$ cat src/hdl/auxadc_pkg.sv
package auxadc_pkg;

    // register byte offsets
    localparam logic [7:0] AUXADC_OFS_CTRL   = 8'h00;
    localparam logic [7:0] AUXADC_OFS_STATUS = 8'h04;
    localparam logic [7:0] AUXADC_OFS_SAMPLE = 8'h08;
    localparam logic [7:0] AUXADC_OFS_COUNT  = 8'h0C;

    // control register field positions
    localparam int AUXADC_CTRL_EN_BIT   = 0;
    localparam int AUXADC_CTRL_REF_BIT  = 1;
    localparam int AUXADC_CTRL_RNG_LSB  = 4;
    localparam int AUXADC_CTRL_MODE_LSB = 8;
    localparam int AUXADC_CTRL_CH_LSB   = 12;
    localparam int AUXADC_CTRL_ALT_BIT  = 16;

    // status register field positions
    localparam int AUXADC_STAT_ST_LSB   = 0;
    localparam int AUXADC_STAT_SETL_BIT = 2;
    localparam int AUXADC_STAT_VLD_BIT  = 3;
    localparam int AUXADC_STAT_TMO_BIT  = 4;
    localparam int AUXADC_STAT_PEND_BIT = 5;

    // channel and mode counts, range encodings
    localparam int         AUXADC_NUM_CH   = 9;
    localparam logic [1:0] AUXADC_RNG_3V6  = 2'h0;
    localparam logic [1:0] AUXADC_RNG_2V4  = 2'h1;
    localparam logic [1:0] AUXADC_RNG_1V2  = 2'h2;
    localparam logic [2:0] AUXADC_NUM_MODE = 3'h5;

    // timing
    localparam int AUXADC_CLK_MHZ     = 125;
    localparam int AUXADC_CONV_NS     = 10000;
    localparam int AUXADC_CONV_CYC    = AUXADC_CONV_NS * AUXADC_CLK_MHZ / 1000;
    localparam int AUXADC_CEIL_HZ     = 187000;
    // least period between starts: round up
    localparam int AUXADC_CEIL_CYC    = (AUXADC_CLK_MHZ * 1000000 + AUXADC_CEIL_HZ - 1) / AUXADC_CEIL_HZ;
    localparam int AUXADC_CNT_W       = 16;

    typedef enum logic [1:0] {
        AUXADC_IDLE = 2'b00,
        AUXADC_CONV = 2'b01,
        AUXADC_GAP  = 2'b10
    } auxadc_state_e;

    // firmware configuration carried together
    typedef struct packed {
        logic       en;
        logic       ref_bg;
        logic [1:0] rng;
        logic [2:0] mode;
        logic [3:0] ch;
        logic       alt;
    } auxadc_cfg_s;

    typedef struct packed {
        logic [15:0] data;
        logic        valid;
    } auxadc_sample_s;

endpackage

$ cat src/hdl/auxadc_mode_rom.sv
`timescale 1ns/1ns
`default_nettype none
// mode table: start period and settling time in clock cycles, registered out
module auxadc_mode_rom
    import auxadc_pkg::*;
(
    input  wire logic                    hclk,
    input  wire logic                    hresetn,
    input  wire logic [2:0]              mode,
    output logic      [AUXADC_CNT_W-1:0] period_cyc,
    output logic      [AUXADC_CNT_W-1:0] settle_cyc
);

    // sample rates in Hz and latencies in us per mode
    localparam int RATE_HZ [5] = '{5859, 11700, 46875, 93750, 187000};
    localparam int SETL_US [5] = '{171, 85, 21, 11, 5};

    logic [AUXADC_CNT_W-1:0] per_tab [5];
    logic [AUXADC_CNT_W-1:0] set_tab [5];

    // period rounds up (least time), settling is a whole-microsecond product so it needs no rounding
    genvar g;
    generate
        for (g = 0; g < 5; g++) begin : g_tab
            assign per_tab[g] = AUXADC_CNT_W'((AUXADC_CLK_MHZ * 1000000 + RATE_HZ[g] - 1) / RATE_HZ[g]);
            assign set_tab[g] = AUXADC_CNT_W'(SETL_US[g] * AUXADC_CLK_MHZ);
        end
    endgenerate

    // registered lookup, illegal modes fall to the slowest entry
    always_ff @(posedge hclk or negedge hresetn) begin
        if (!hresetn) begin
            period_cyc <= '0;
            settle_cyc <= '0;
        end else if (mode < AUXADC_NUM_MODE) begin
            period_cyc <= per_tab[mode];
            settle_cyc <= set_tab[mode];
        end else begin
            period_cyc <= per_tab[0];
            settle_cyc <= set_tab[0];
        end
    end

endmodule
`default_nettype wire

$ cat src/hdl/auxadc_seq.sv
//////////////////////////////////////////////////////////////////////////////
// Behaviour
// nine channels, one pin of each pair
// conversion result ready within ten microseconds
// supply or bandgap reference, firmware selected
// starts never faster than 187 kHz
// process raw core output into samples
// drive input and reference mux selects
// three input ranges: 3.6, 2.4, 1.2 V
// five modes with their sampling rates
// drop samples during per-mode settling latency
// samples presented as 16-bit words
// valid strobe, sample held until replaced
// apply settings at conversion boundary, resettle
//////////////////////////////////////////////////////////////////////////////
`timescale 1ns/1ns
`default_nettype none
module auxadc_seq
    import auxadc_pkg::*;
(
    input  wire logic        hclk,
    input  wire logic        hresetn,
    input  wire logic        hsel,
    input  wire logic [31:0] haddr,
    input  wire logic [1:0]  htrans,
    input  wire logic        hwrite,
    input  wire logic [2:0]  hsize,
    input  wire logic [31:0] hwdata,
    input  wire logic        hready,
    output logic      [31:0] hrdata,
    output logic             hreadyout,
    output logic             hresp,
    output logic             conv_start,
    input  wire logic        conv_done,
    input  wire logic [15:0] conv_raw,
    output logic      [3:0]  inp_mux_sel,
    output logic             pin_alt_sel,
    output logic             ref_bg_sel,
    output logic      [1:0]  range_sel,
    output logic      [15:0] sample_data,
    output logic             sample_valid
);

    //////////////////////////////////////////////////////////////////////////
    // state
    typedef struct packed {
        auxadc_cfg_s             shadow;
        auxadc_cfg_s             active;
        auxadc_state_e           st;
        logic [AUXADC_CNT_W-1:0] conv_cnt;
        logic [AUXADC_CNT_W-1:0] gap_cnt;
        logic [AUXADC_CNT_W-1:0] settle_cnt;
        logic                    wr_pend;
        logic [7:0]              addr;
        logic                    start;
        auxadc_sample_s          smp;
        logic                    timeout;
        logic [15:0]             smp_count;
        logic                    reload;
    } auxadc_st_s;

    auxadc_st_s              st_ff;
    auxadc_st_s              nxt_st;
    logic [AUXADC_CNT_W-1:0] period_cyc;
    logic [AUXADC_CNT_W-1:0] settle_cyc;
    logic [31:0]             rd_mux;
    logic                    cfg_changed;
    logic                    bus_go;
    logic                    conv_end;
    logic                    gap_over;

    // table lookup for the mode being applied; the table is registered, so its
    // outputs follow the applied mode one cycle later, which is why the settling
    // count is loaded in the cycle after a change is applied
    auxadc_mode_rom u_rom (
        .hclk       (hclk),
        .hresetn    (hresetn),
        .mode       (nxt_st.active.mode),
        .period_cyc (period_cyc),
        .settle_cyc (settle_cyc)
    );

    //////////////////////////////////////////////////////////////////////////
    // read mux
    // read data come from registered state and stand through the data phase
    always_comb begin
        rd_mux = 32'h0000_0000;
        unique case (st_ff.addr)
            AUXADC_OFS_CTRL: begin
                rd_mux[AUXADC_CTRL_EN_BIT]                       = st_ff.shadow.en;
                rd_mux[AUXADC_CTRL_REF_BIT]                      = st_ff.shadow.ref_bg;
                rd_mux[AUXADC_CTRL_RNG_LSB +: 2]                 = st_ff.shadow.rng;
                rd_mux[AUXADC_CTRL_MODE_LSB +: 3]                = st_ff.shadow.mode;
                rd_mux[AUXADC_CTRL_CH_LSB +: 4]                  = st_ff.shadow.ch;
                rd_mux[AUXADC_CTRL_ALT_BIT]                      = st_ff.shadow.alt;
            end
            AUXADC_OFS_STATUS: begin
                // state, settling, valid pulse, last conversion timed out, change pending
                rd_mux[AUXADC_STAT_ST_LSB +: 2] = st_ff.st;
                rd_mux[AUXADC_STAT_SETL_BIT]    = (st_ff.settle_cnt != '0);
                rd_mux[AUXADC_STAT_VLD_BIT]     = st_ff.smp.valid;
                rd_mux[AUXADC_STAT_TMO_BIT]     = st_ff.timeout;
                rd_mux[AUXADC_STAT_PEND_BIT]    = cfg_changed;
            end
            AUXADC_OFS_SAMPLE: rd_mux[15:0] = st_ff.smp.data;
            AUXADC_OFS_COUNT:  rd_mux[15:0] = st_ff.smp_count;
            default:           rd_mux = 32'h0000_0000; // unmapped reads zero
        endcase
    end

    assign cfg_changed = (st_ff.shadow != st_ff.active);
    assign bus_go      = hsel & hready & htrans[1];

    // conversion boundary: the core answered or its time ran out
    assign conv_end    = conv_done || (st_ff.conv_cnt == AUXADC_CNT_W'(AUXADC_CONV_CYC - 1));
    // next start allowed once both the mode period and the absolute ceiling are met;
    // the two cycles taken off cover the idle cycle and the start register
    assign gap_over    = (st_ff.gap_cnt >= period_cyc - 2'd2) &&
                         (st_ff.gap_cnt >= AUXADC_CNT_W'(AUXADC_CEIL_CYC - 2));

    //////////////////////////////////////////////////////////////////////////
    // next state
    always_comb begin
        nxt_st           = st_ff;
        nxt_st.start     = 1'b0;
        nxt_st.smp.valid = 1'b0;
        nxt_st.reload    = 1'b0;
        // bus address phase capture, zero-wait slave
        if (bus_go) begin
            nxt_st.wr_pend = hwrite;
            nxt_st.addr    = haddr[7:0];
        end else if (hready) begin
            nxt_st.wr_pend = 1'b0;
        end
        // data phase write into shadow
        // illegal range, mode or channel codes keep the old setting
        if (st_ff.wr_pend && st_ff.addr == AUXADC_OFS_CTRL) begin
            nxt_st.shadow.en     = hwdata[AUXADC_CTRL_EN_BIT];
            nxt_st.shadow.ref_bg = hwdata[AUXADC_CTRL_REF_BIT];
            nxt_st.shadow.rng    = (hwdata[AUXADC_CTRL_RNG_LSB +: 2] > AUXADC_RNG_1V2)
                                   ? st_ff.shadow.rng : hwdata[AUXADC_CTRL_RNG_LSB +: 2];
            nxt_st.shadow.mode   = (hwdata[AUXADC_CTRL_MODE_LSB +: 3] >= AUXADC_NUM_MODE)
                                   ? st_ff.shadow.mode : hwdata[AUXADC_CTRL_MODE_LSB +: 3];
            nxt_st.shadow.ch     = (hwdata[AUXADC_CTRL_CH_LSB +: 4] >= 4'(AUXADC_NUM_CH))
                                   ? st_ff.shadow.ch : hwdata[AUXADC_CTRL_CH_LSB +: 4];
            nxt_st.shadow.alt    = hwdata[AUXADC_CTRL_ALT_BIT];
        end
        // sequencer
        unique case (st_ff.st)
            AUXADC_IDLE: begin
                // a pending change wins over a new start, so it lands between conversions
                if (cfg_changed) begin
                    nxt_st.active     = st_ff.shadow;
                    nxt_st.reload     = 1'b1;
                end else if (st_ff.active.en) begin
                    nxt_st.start    = 1'b1;
                    nxt_st.st       = AUXADC_CONV;
                    nxt_st.conv_cnt = '0;
                    nxt_st.gap_cnt  = '0;
                end
            end
            AUXADC_CONV: begin
                // count both the conversion time and the start-to-start spacing
                nxt_st.conv_cnt = st_ff.conv_cnt + 1'b1;
                nxt_st.gap_cnt  = st_ff.gap_cnt + 1'b1;
                if (conv_end) begin
                    // a silent core leaves the last sample in place and flags the timeout
                    nxt_st.timeout = !conv_done;
                    // samples taken while the input settles are dropped
                    if (conv_done && st_ff.settle_cnt == '0) begin
                        nxt_st.smp.data  = conv_raw;
                        nxt_st.smp.valid = 1'b1;
                        nxt_st.smp_count = st_ff.smp_count + 1'b1;
                    end
                    nxt_st.st = AUXADC_GAP;
                end
            end
            AUXADC_GAP: begin
                nxt_st.gap_cnt = st_ff.gap_cnt + 1'b1;
                // hold off next start to mode period and ceiling
                if (gap_over) begin
                    nxt_st.st = AUXADC_IDLE;
                end
            end
            default: nxt_st.st = AUXADC_IDLE;
        endcase
        // settling countdown runs in real time
        if (st_ff.settle_cnt != '0) begin
            nxt_st.settle_cnt = st_ff.settle_cnt - 1'b1;
        end
        // restart settling once the table shows the newly applied mode
        if (st_ff.reload) begin
            nxt_st.settle_cnt = settle_cyc;
        end
    end

    //////////////////////////////////////////////////////////////////////////
    // registers
    always_ff @(posedge hclk or negedge hresetn) begin
        if (!hresetn) begin
            st_ff <= '0;
        end else begin
            st_ff <= nxt_st;
        end
    end

    //////////////////////////////////////////////////////////////////////////
    // outputs
    // zero wait, always okay: every transfer ends in its first data phase
    assign hreadyout    = 1'b1;
    assign hresp        = 1'b0;
    assign hrdata       = rd_mux;               // read data from registered state
    assign conv_start   = st_ff.start;
    assign inp_mux_sel  = st_ff.active.ch;
    assign pin_alt_sel  = st_ff.active.alt;
    assign ref_bg_sel   = st_ff.active.ref_bg;
    assign range_sel    = st_ff.active.rng;
    assign sample_data  = st_ff.smp.data;
    assign sample_valid = st_ff.smp.valid;

endmodule
`default_nettype wire

$ cat config.mk
export PLATFORM = sky130hd
export DESIGN_NAME = auxadc_seq
export DESIGN_NICKNAME = d
export VERILOG_FILES = /design/src/hdl/auxadc_pkg.sv /design/src/hdl/auxadc_mode_rom.sv /design/src/hdl/auxadc_seq.sv
export SDC_FILE = /design/constraint.sdc
export NUM_CORES = 1
export LEC_CHECK = 0
export ABC_AREA = 1
export BUFFER_PORTS_ARGS = -buffer_cell sky130_fd_sc_hd__buf_2
export CORE_MARGIN = 2
export CORE_UTILIZATION = 30
export CTS_CLUSTER_SIZE = 14
export DETAILED_ROUTE_END_ITERATION = 7
export SYNTH_ARGS = -nofsm -noshare
export SYNTH_HDL_FRONTEND = slang
export SYNTH_HIERARCHICAL = 1
export SYNTH_SLANG_ARGS = --single-unit
$ cat constraint.sdc
create_clock -name hclk -period 5.03 [get_ports hclk]
set_clock_uncertainty 0.1 [all_clocks]
set_input_delay 0.503 -clock hclk [delete_from_list [all_inputs] [get_ports hclk]]
set_output_delay 0.503 -clock hclk [all_outputs]
set_load 0.01 [all_outputs]
# Word level (Yosys, flattened, before mapping)
# Memories as Yosys holds them, arrays and structs flattened.
# Index checks and enable logic that the tools add are counted.
word_totals:
  ff_bits: 151
  romBits: 256
  in_bits: 91
  output_inout_bits: 60
  word_cells: 116
  n_memories: 2
op_classes:
  add_sub_neg: 5
  magnitude_cmp: 7
  n_eq_ne: 11
  mux: 36
  bitwise_logic: 6
  reduce_logical: 23
mem_list:
  columns: ["memory", "depth", "word_bits", "rd", "rd_ports_with_merged_regs", "wr", "line", "source"]
  rows:
  - ["(no name shown)", 8, 16, 1, 0, 0, "auxadc_mode_rom.sv:36", "period_cyc <= per_tab[mode];"]
  - ["(no name shown)", 8, 16, 1, 0, 0, "auxadc_mode_rom.sv:37", "settle_cyc <= set_tab[mode];"]
ops:
  columns: ["operator", "count"]
  rows:
  - ["two-way mux 16 bit", 9]
  - ["two-way mux 34 bit", 2]
  - ["case mux 16 bit (2 select lines)", 2]
  - ["adder 16 x 1 -> 16 bit (second input constant)", 3]
  - ["two-way mux 18 bit", 2]
  - ["equality test 16 x 11 -> 1 bit (second input constant)", 1]
  - ["equality test 8 x 4 -> 1 bit (second input constant)", 2]
  - [">= comparator 16 x 10 -> 1 bit (second input constant)", 1]
  - [">= comparator 16 bit", 1]
  - ["zero test 16 bit", 1]
  - ["two-way mux 8 bit", 2]
  - ["case mux 2 bit (4 select lines)", 2]
  - ["nonzero test 16 bit", 1]
  - ["subtractor 16 x 1 -> 16 bit (second input constant)", 1]
  - ["subtractor 16 x 2 -> 16 bit (second input constant)", 1]
  - ["inequality test 12 bit", 1]
  - ["case mux 2 bit (3 select lines)", 2]
  - ["case mux 4 bit (3 select lines)", 1]
  - ["AND reduction 2 bit", 5]
  - ["two-way mux 1 bit", 9]
  - ["case mux 3 bit (3 select lines)", 1]
  - ["AND reduction 3 bit", 3]
  - ["equality test 8 x 3 -> 1 bit (second input constant)", 1]
  - [">= comparator 4 bit (second input constant)", 2]
  - ["20 further kinds", 32]

# Longest topological paths before layout
logic_depth:
  ltp_word: 8
  mapped_depth: 19
  ltp_nobuf: 19

# Cells and area by module
# The synthesis kept the hierarchy.
modules_own_cells:
  columns: ["module", "instances", "cells_each", "area_per_inst_um2", "seq_area_each_um2"]
  rows:
  - ["auxadc_seq", 1, 956, 7444.6, 2977.9]
  - ["auxadc_mode_rom", 1, 71, 748.2, 450.4]

# Least setup slack after synthesis
# OpenSTA, ideal clock, no wires.
synth_timing:
  kind: "register -> register"
  from: "register u_rom.period_cyc[1]"
  to: "register st_ff[94] in the netlist's numbering"
  setup_time_ns: 0.117
  t_arrival_ns: 2.436
  t_required_ns: 4.813
  slack_ns: 2.378
  path_stages_with_launch: 20
  path_buffers: 0
  period_less_slack_ns: 2.652
  path_cell_list: "dfrtp_1 inv_1 ha_1 nand2_1 nor2_1 nand3_1 nor3_1 nand3b_1 xnor2_1 inv_1 ha_1 nand4_1 nor3_1 nand2_1 nand2_1 nand2_1 nand2_1 nand2_1 nand2_1 nand2_1"
synth_between:
  elab_chain_cells: 5
synth_rtl:
  columns: ["element", "line", "source"]
  rows:
  - ["start: declaration", "auxadc_mode_rom.sv:10", "output logic [AUXADC_CNT_W-1:0] period_cyc,"]
  - ["start signal: assignment", "auxadc_mode_rom.sv:36", null]
  - ["start signal: assignment", "auxadc_mode_rom.sv:39", "period_cyc <= per_tab[0];"]
  - ["subtractor 16 x 2 -> 16 bit", "auxadc_seq.sv:118", "assign gap_over = (st_ff.gap_cnt >= period_cyc - 2'd2) &&"]
  - [">= comparator 16 bit", "auxadc_seq.sv:118", null]
  - ["logical AND 1 bit", "auxadc_seq.sv:118", null]
  - ["inequality test 2 bit (no line)", null, null]
  - ["AND reduction 4 bit (no line)", null, null]
  - ["end signal: assignment", "auxadc_seq.sv:203", "st_ff <= nxt_st;"]
  - ["end: declaration", "auxadc_seq.sv:62", "auxadc_st_s st_ff;"]
# No other way between the ends.
# A chain may end at the register's enable or synchronous reset.

# Worst setup path after layout
layout_timing:
  from: "register u_rom.period_cyc[1]"
  to: "register st_ff[93] in the netlist's numbering"
# The elaborated chain is that of the path after synthesis.

==> flow_summary.json <==
{
  "place.gp.congestion": 0.838,
  "die_area_um2": 28600,
  "synth_area_leaders": "dfrtp_1 42%, nand2_1 12%, xor2_1 6.0%",
  "yosys_warnings": 6,
  "start_kind": "flip-flop",
  "rsz0062_at_grt": "no",
  "grt_use_total": 0.131,
  "final_max_slew_viol_count": 0,
  "drt-vias-per-instance": 4.47,
  "dominantRegCellSynth": "dfrtp_1",
  "die_h_um": 169,
  "io_pins": 151,
  "syn_area_per_cell_um2": 7.98,
  "grt_max_degree": 100,
  "outcome": "finished clean",
  "max-vdd-ir-drop_mv": 0.299,
  "regToRegSetupSlack_ns": 2.00,
  "grt_pass1_vias": 6131,
  "worstMarginPinSlew_ns": 0.931,
  "overflow": 0,
  "ff2ff_path_depth": 19,
  "antenna_found_initial": 0,
  "htree_levels": 4,
  "detail_route.iter0.violations": 275,
  "synth_edf_count": 0,
  "drive_gt1_frac": 0.142,
  "max_freq_ghz": 0.330,
  "max_cap_viol_count": 0,
  "finalSetupTns_ns": 0,
  "clk-insertion-delay-late_ns": 0.43,
  "nNetsFinal": 1198,
  "cts_hold_buf": 0,
  "hold_class": "in -> async",
  "firstDrtPassIters": 5,
  "grt_pass1_wl_mm": 30.2,
  "fin_crit_sh": 0.602,
  "start_util": 0.305,
  "cts_tree": "yes",
  "num_rows": 60,
  "clock-sinks": 137,
  "cts-root-buf": "clkbuf_16",
  "synth_top_area_frac": 0.418,
  "power_density_nw_per_um2": 380,
  "synth_area_um2": 8190,
  "p_leak_uw": 0.00452,
  "stdcell_count": 1432,
  "dp_hpwl_mm": 13.4,
  "numCtsBuffers": 17,
  "clk_path_buf_depth": 2,
  "hold_viol": 0,
  "synth_common_cells": "272 x nand2_1, 137 x dfrtp_1, 112 x inv_1",
  "drc": 0,
  "min_period_ns": 3.03,
  "ctsResizeCount": 0,
  "vias": 6398,
  "yosysUniqueCellTypes": 44,
  "portBuffers": 85,
  "holdWs_ns": 0.0672,
  "synth_top_area_cell": "dfrtp_1",
  "fin_util": 0.342,
  "ant_nets": 0,
  "core_area_um2": 26900,
  "cp-end-kind": "flip-flop",
  "p_total_uw": 3500,
  "netlist_instances": 1027,
  "routed_wl_mm": 17.9,
  "worst_ep_required_time_ns": 5.25,
  "slew_headroom": 0.379,
  "ys_seq_area_frac": 0.418,
  "synthArstFlopShare": 1.00,
  "setup_violations": 0,
  "yosys.cell_count.top_type": "nand2_1",
  "area_delta_synth_final_pct": 12.3,
  "postCtsSetupBuffers": 0,
  "numPlacedInstances": 1399,
  "path_class": "reg -> reg",
  "synth-seq-cells": 137,
  "wl_per_cell_um": 12.5,
  "clk_transition_reported_paths_ns": 0.06,
  "cp_max_fo": 4,
  "critPathArrivalTime_ns": 3.24,
  "die_width_um": 169
}
logic make-up after synthesis:
family                   after synthesis  synth area share
XOR/XNOR                              76            0.0812
AO/OA/AOI/OAI                        100            0.0701
adder cells (fa/ha/maj)               30            0.0458
buffers and inverters                190             0.116
multiplexers                          10            0.0136
other                                  4           0.00183
AND/OR/NAND/NOR                      480             0.253
flip-flops                           137             0.418
registers in the layout, indices dropped and copies added, names as in the netlist:
register / cells
pin_alt_sel: 1
sample_valid: 1
st_ff: 93
range_sel: 2
u_rom/period_cyc: 12
conv_start: 1
inp_mux_sel: 4
sample_data: 16
u_rom/settle_cyc: 6
ref_bg_sel: 1
cell usage in the layout, fill, tap and decap left out, types with 3 or more instances in the layout:
master	netlist	routed
o211ai_1	8	8
inv_2	7	7
o22ai_1	4	4
clkbuf_16	0	17
xor2_1	56	56
nor3_1	21	21
xnor2_1	20	20
nor2_1	98	98
nor3b_1	4	4
o221ai_1	4	4
nor3_2	4	4
nand4_1	17	17
nor2_2	3	3
nand2_2	6	6
dfrtp_1	137	137
nor4_1	3	3
nand2_1	272	272
inv_6	0	5
mux2_2	9	9
inv_1	112	112
conb_1	4	20
o21ai_0	53	53
a22oi_1	3	3
inv_8	0	4
buf_2	3	84
clkinvlp_4	0	3
nand3_1	40	40
a21oi_1	19	19
ha_1	30	30
worst paths after layout:
path                                                    start                     endpoint
worst max-delay path            u_rom/period_cyc[1]$_DFF_PN0_        st_ff[93]$_DFFE_PN0P_
worst min-delay path                                  hresetn       st_ff[107]$_DFFE_PN0P_
worst max register to register  u_rom/period_cyc[1]$_DFF_PN0_        st_ff[93]$_DFFE_PN0P_
worst min register to register  u_rom/settle_cyc[9]$_DFF_PN0_        st_ff[54]$_DFFE_PN0P_
max in group asynchronous                             hresetn        st_ff[83]$_DFFE_PN0P_
min in group hclk                                conv_raw[10]  sample_data[10]$_DFFE_PN0P_
final cells by class:
class / count / area, µm²
flip-flops and latches: 137 / 3430
fillers: 2791 / 17700
clock buffers: 17 / 425
inverters: 119 / 447
well taps: 341 / 427
multi-input cells: 716 / 3870
clock inverters: 15 / 159
repair buffers: 86 / 439
diodes: 1 / 2.50
where the power goes:
group          internal [µW]  switching [µW]
Sequential              1250             172
Clock                    702             540
Combinational            283             554
layer usage:
| layer | vias up | global-route usage | part of all wire |
|---|---|---|---|
| li1 | 3301 | - | - |
| met1 | 2945 | 0.164 | 0.46 |
| met2 | 131 | 0.218 | 0.47 |
| met3 | 21 | 0.0371 | 0.053 |
| met4 | 0 | 0.0409 | 0.014 |
| met5 | - | 0 | 0 |
worst max-delay path: stages, from the launching register on:
cell	delay, ns
dfrtp_1	0.41
inv_1	0.11
ha_1	0.21
nand2_1	0.10
nor2_1	0.17
nand3_1	0.13
nor3_1	0.27
nand3b_1	0.14
xnor2_1	0.16
inv_1	0.06
ha_1	0.30
nand4_1	0.12
nor3_1	0.15
nand2_1	0.07
nand2_1	0.05
nand2_1	0.08
nand2_1	0.11
nand2_1	0.08
nand2_1	0.06
nand2_1	0.04
through the flow:
step | cell area [µm²] | setup slack, ns
floorplan | 8250 | 2.38
global placement | 8620 | 2.04
detailed placement | 8620 | 1.93
CTS | 9200 | 1.93
global route | 9200 | 1.63
finish | 9200 | 2.00
Power figures use the tool's default switching activity.
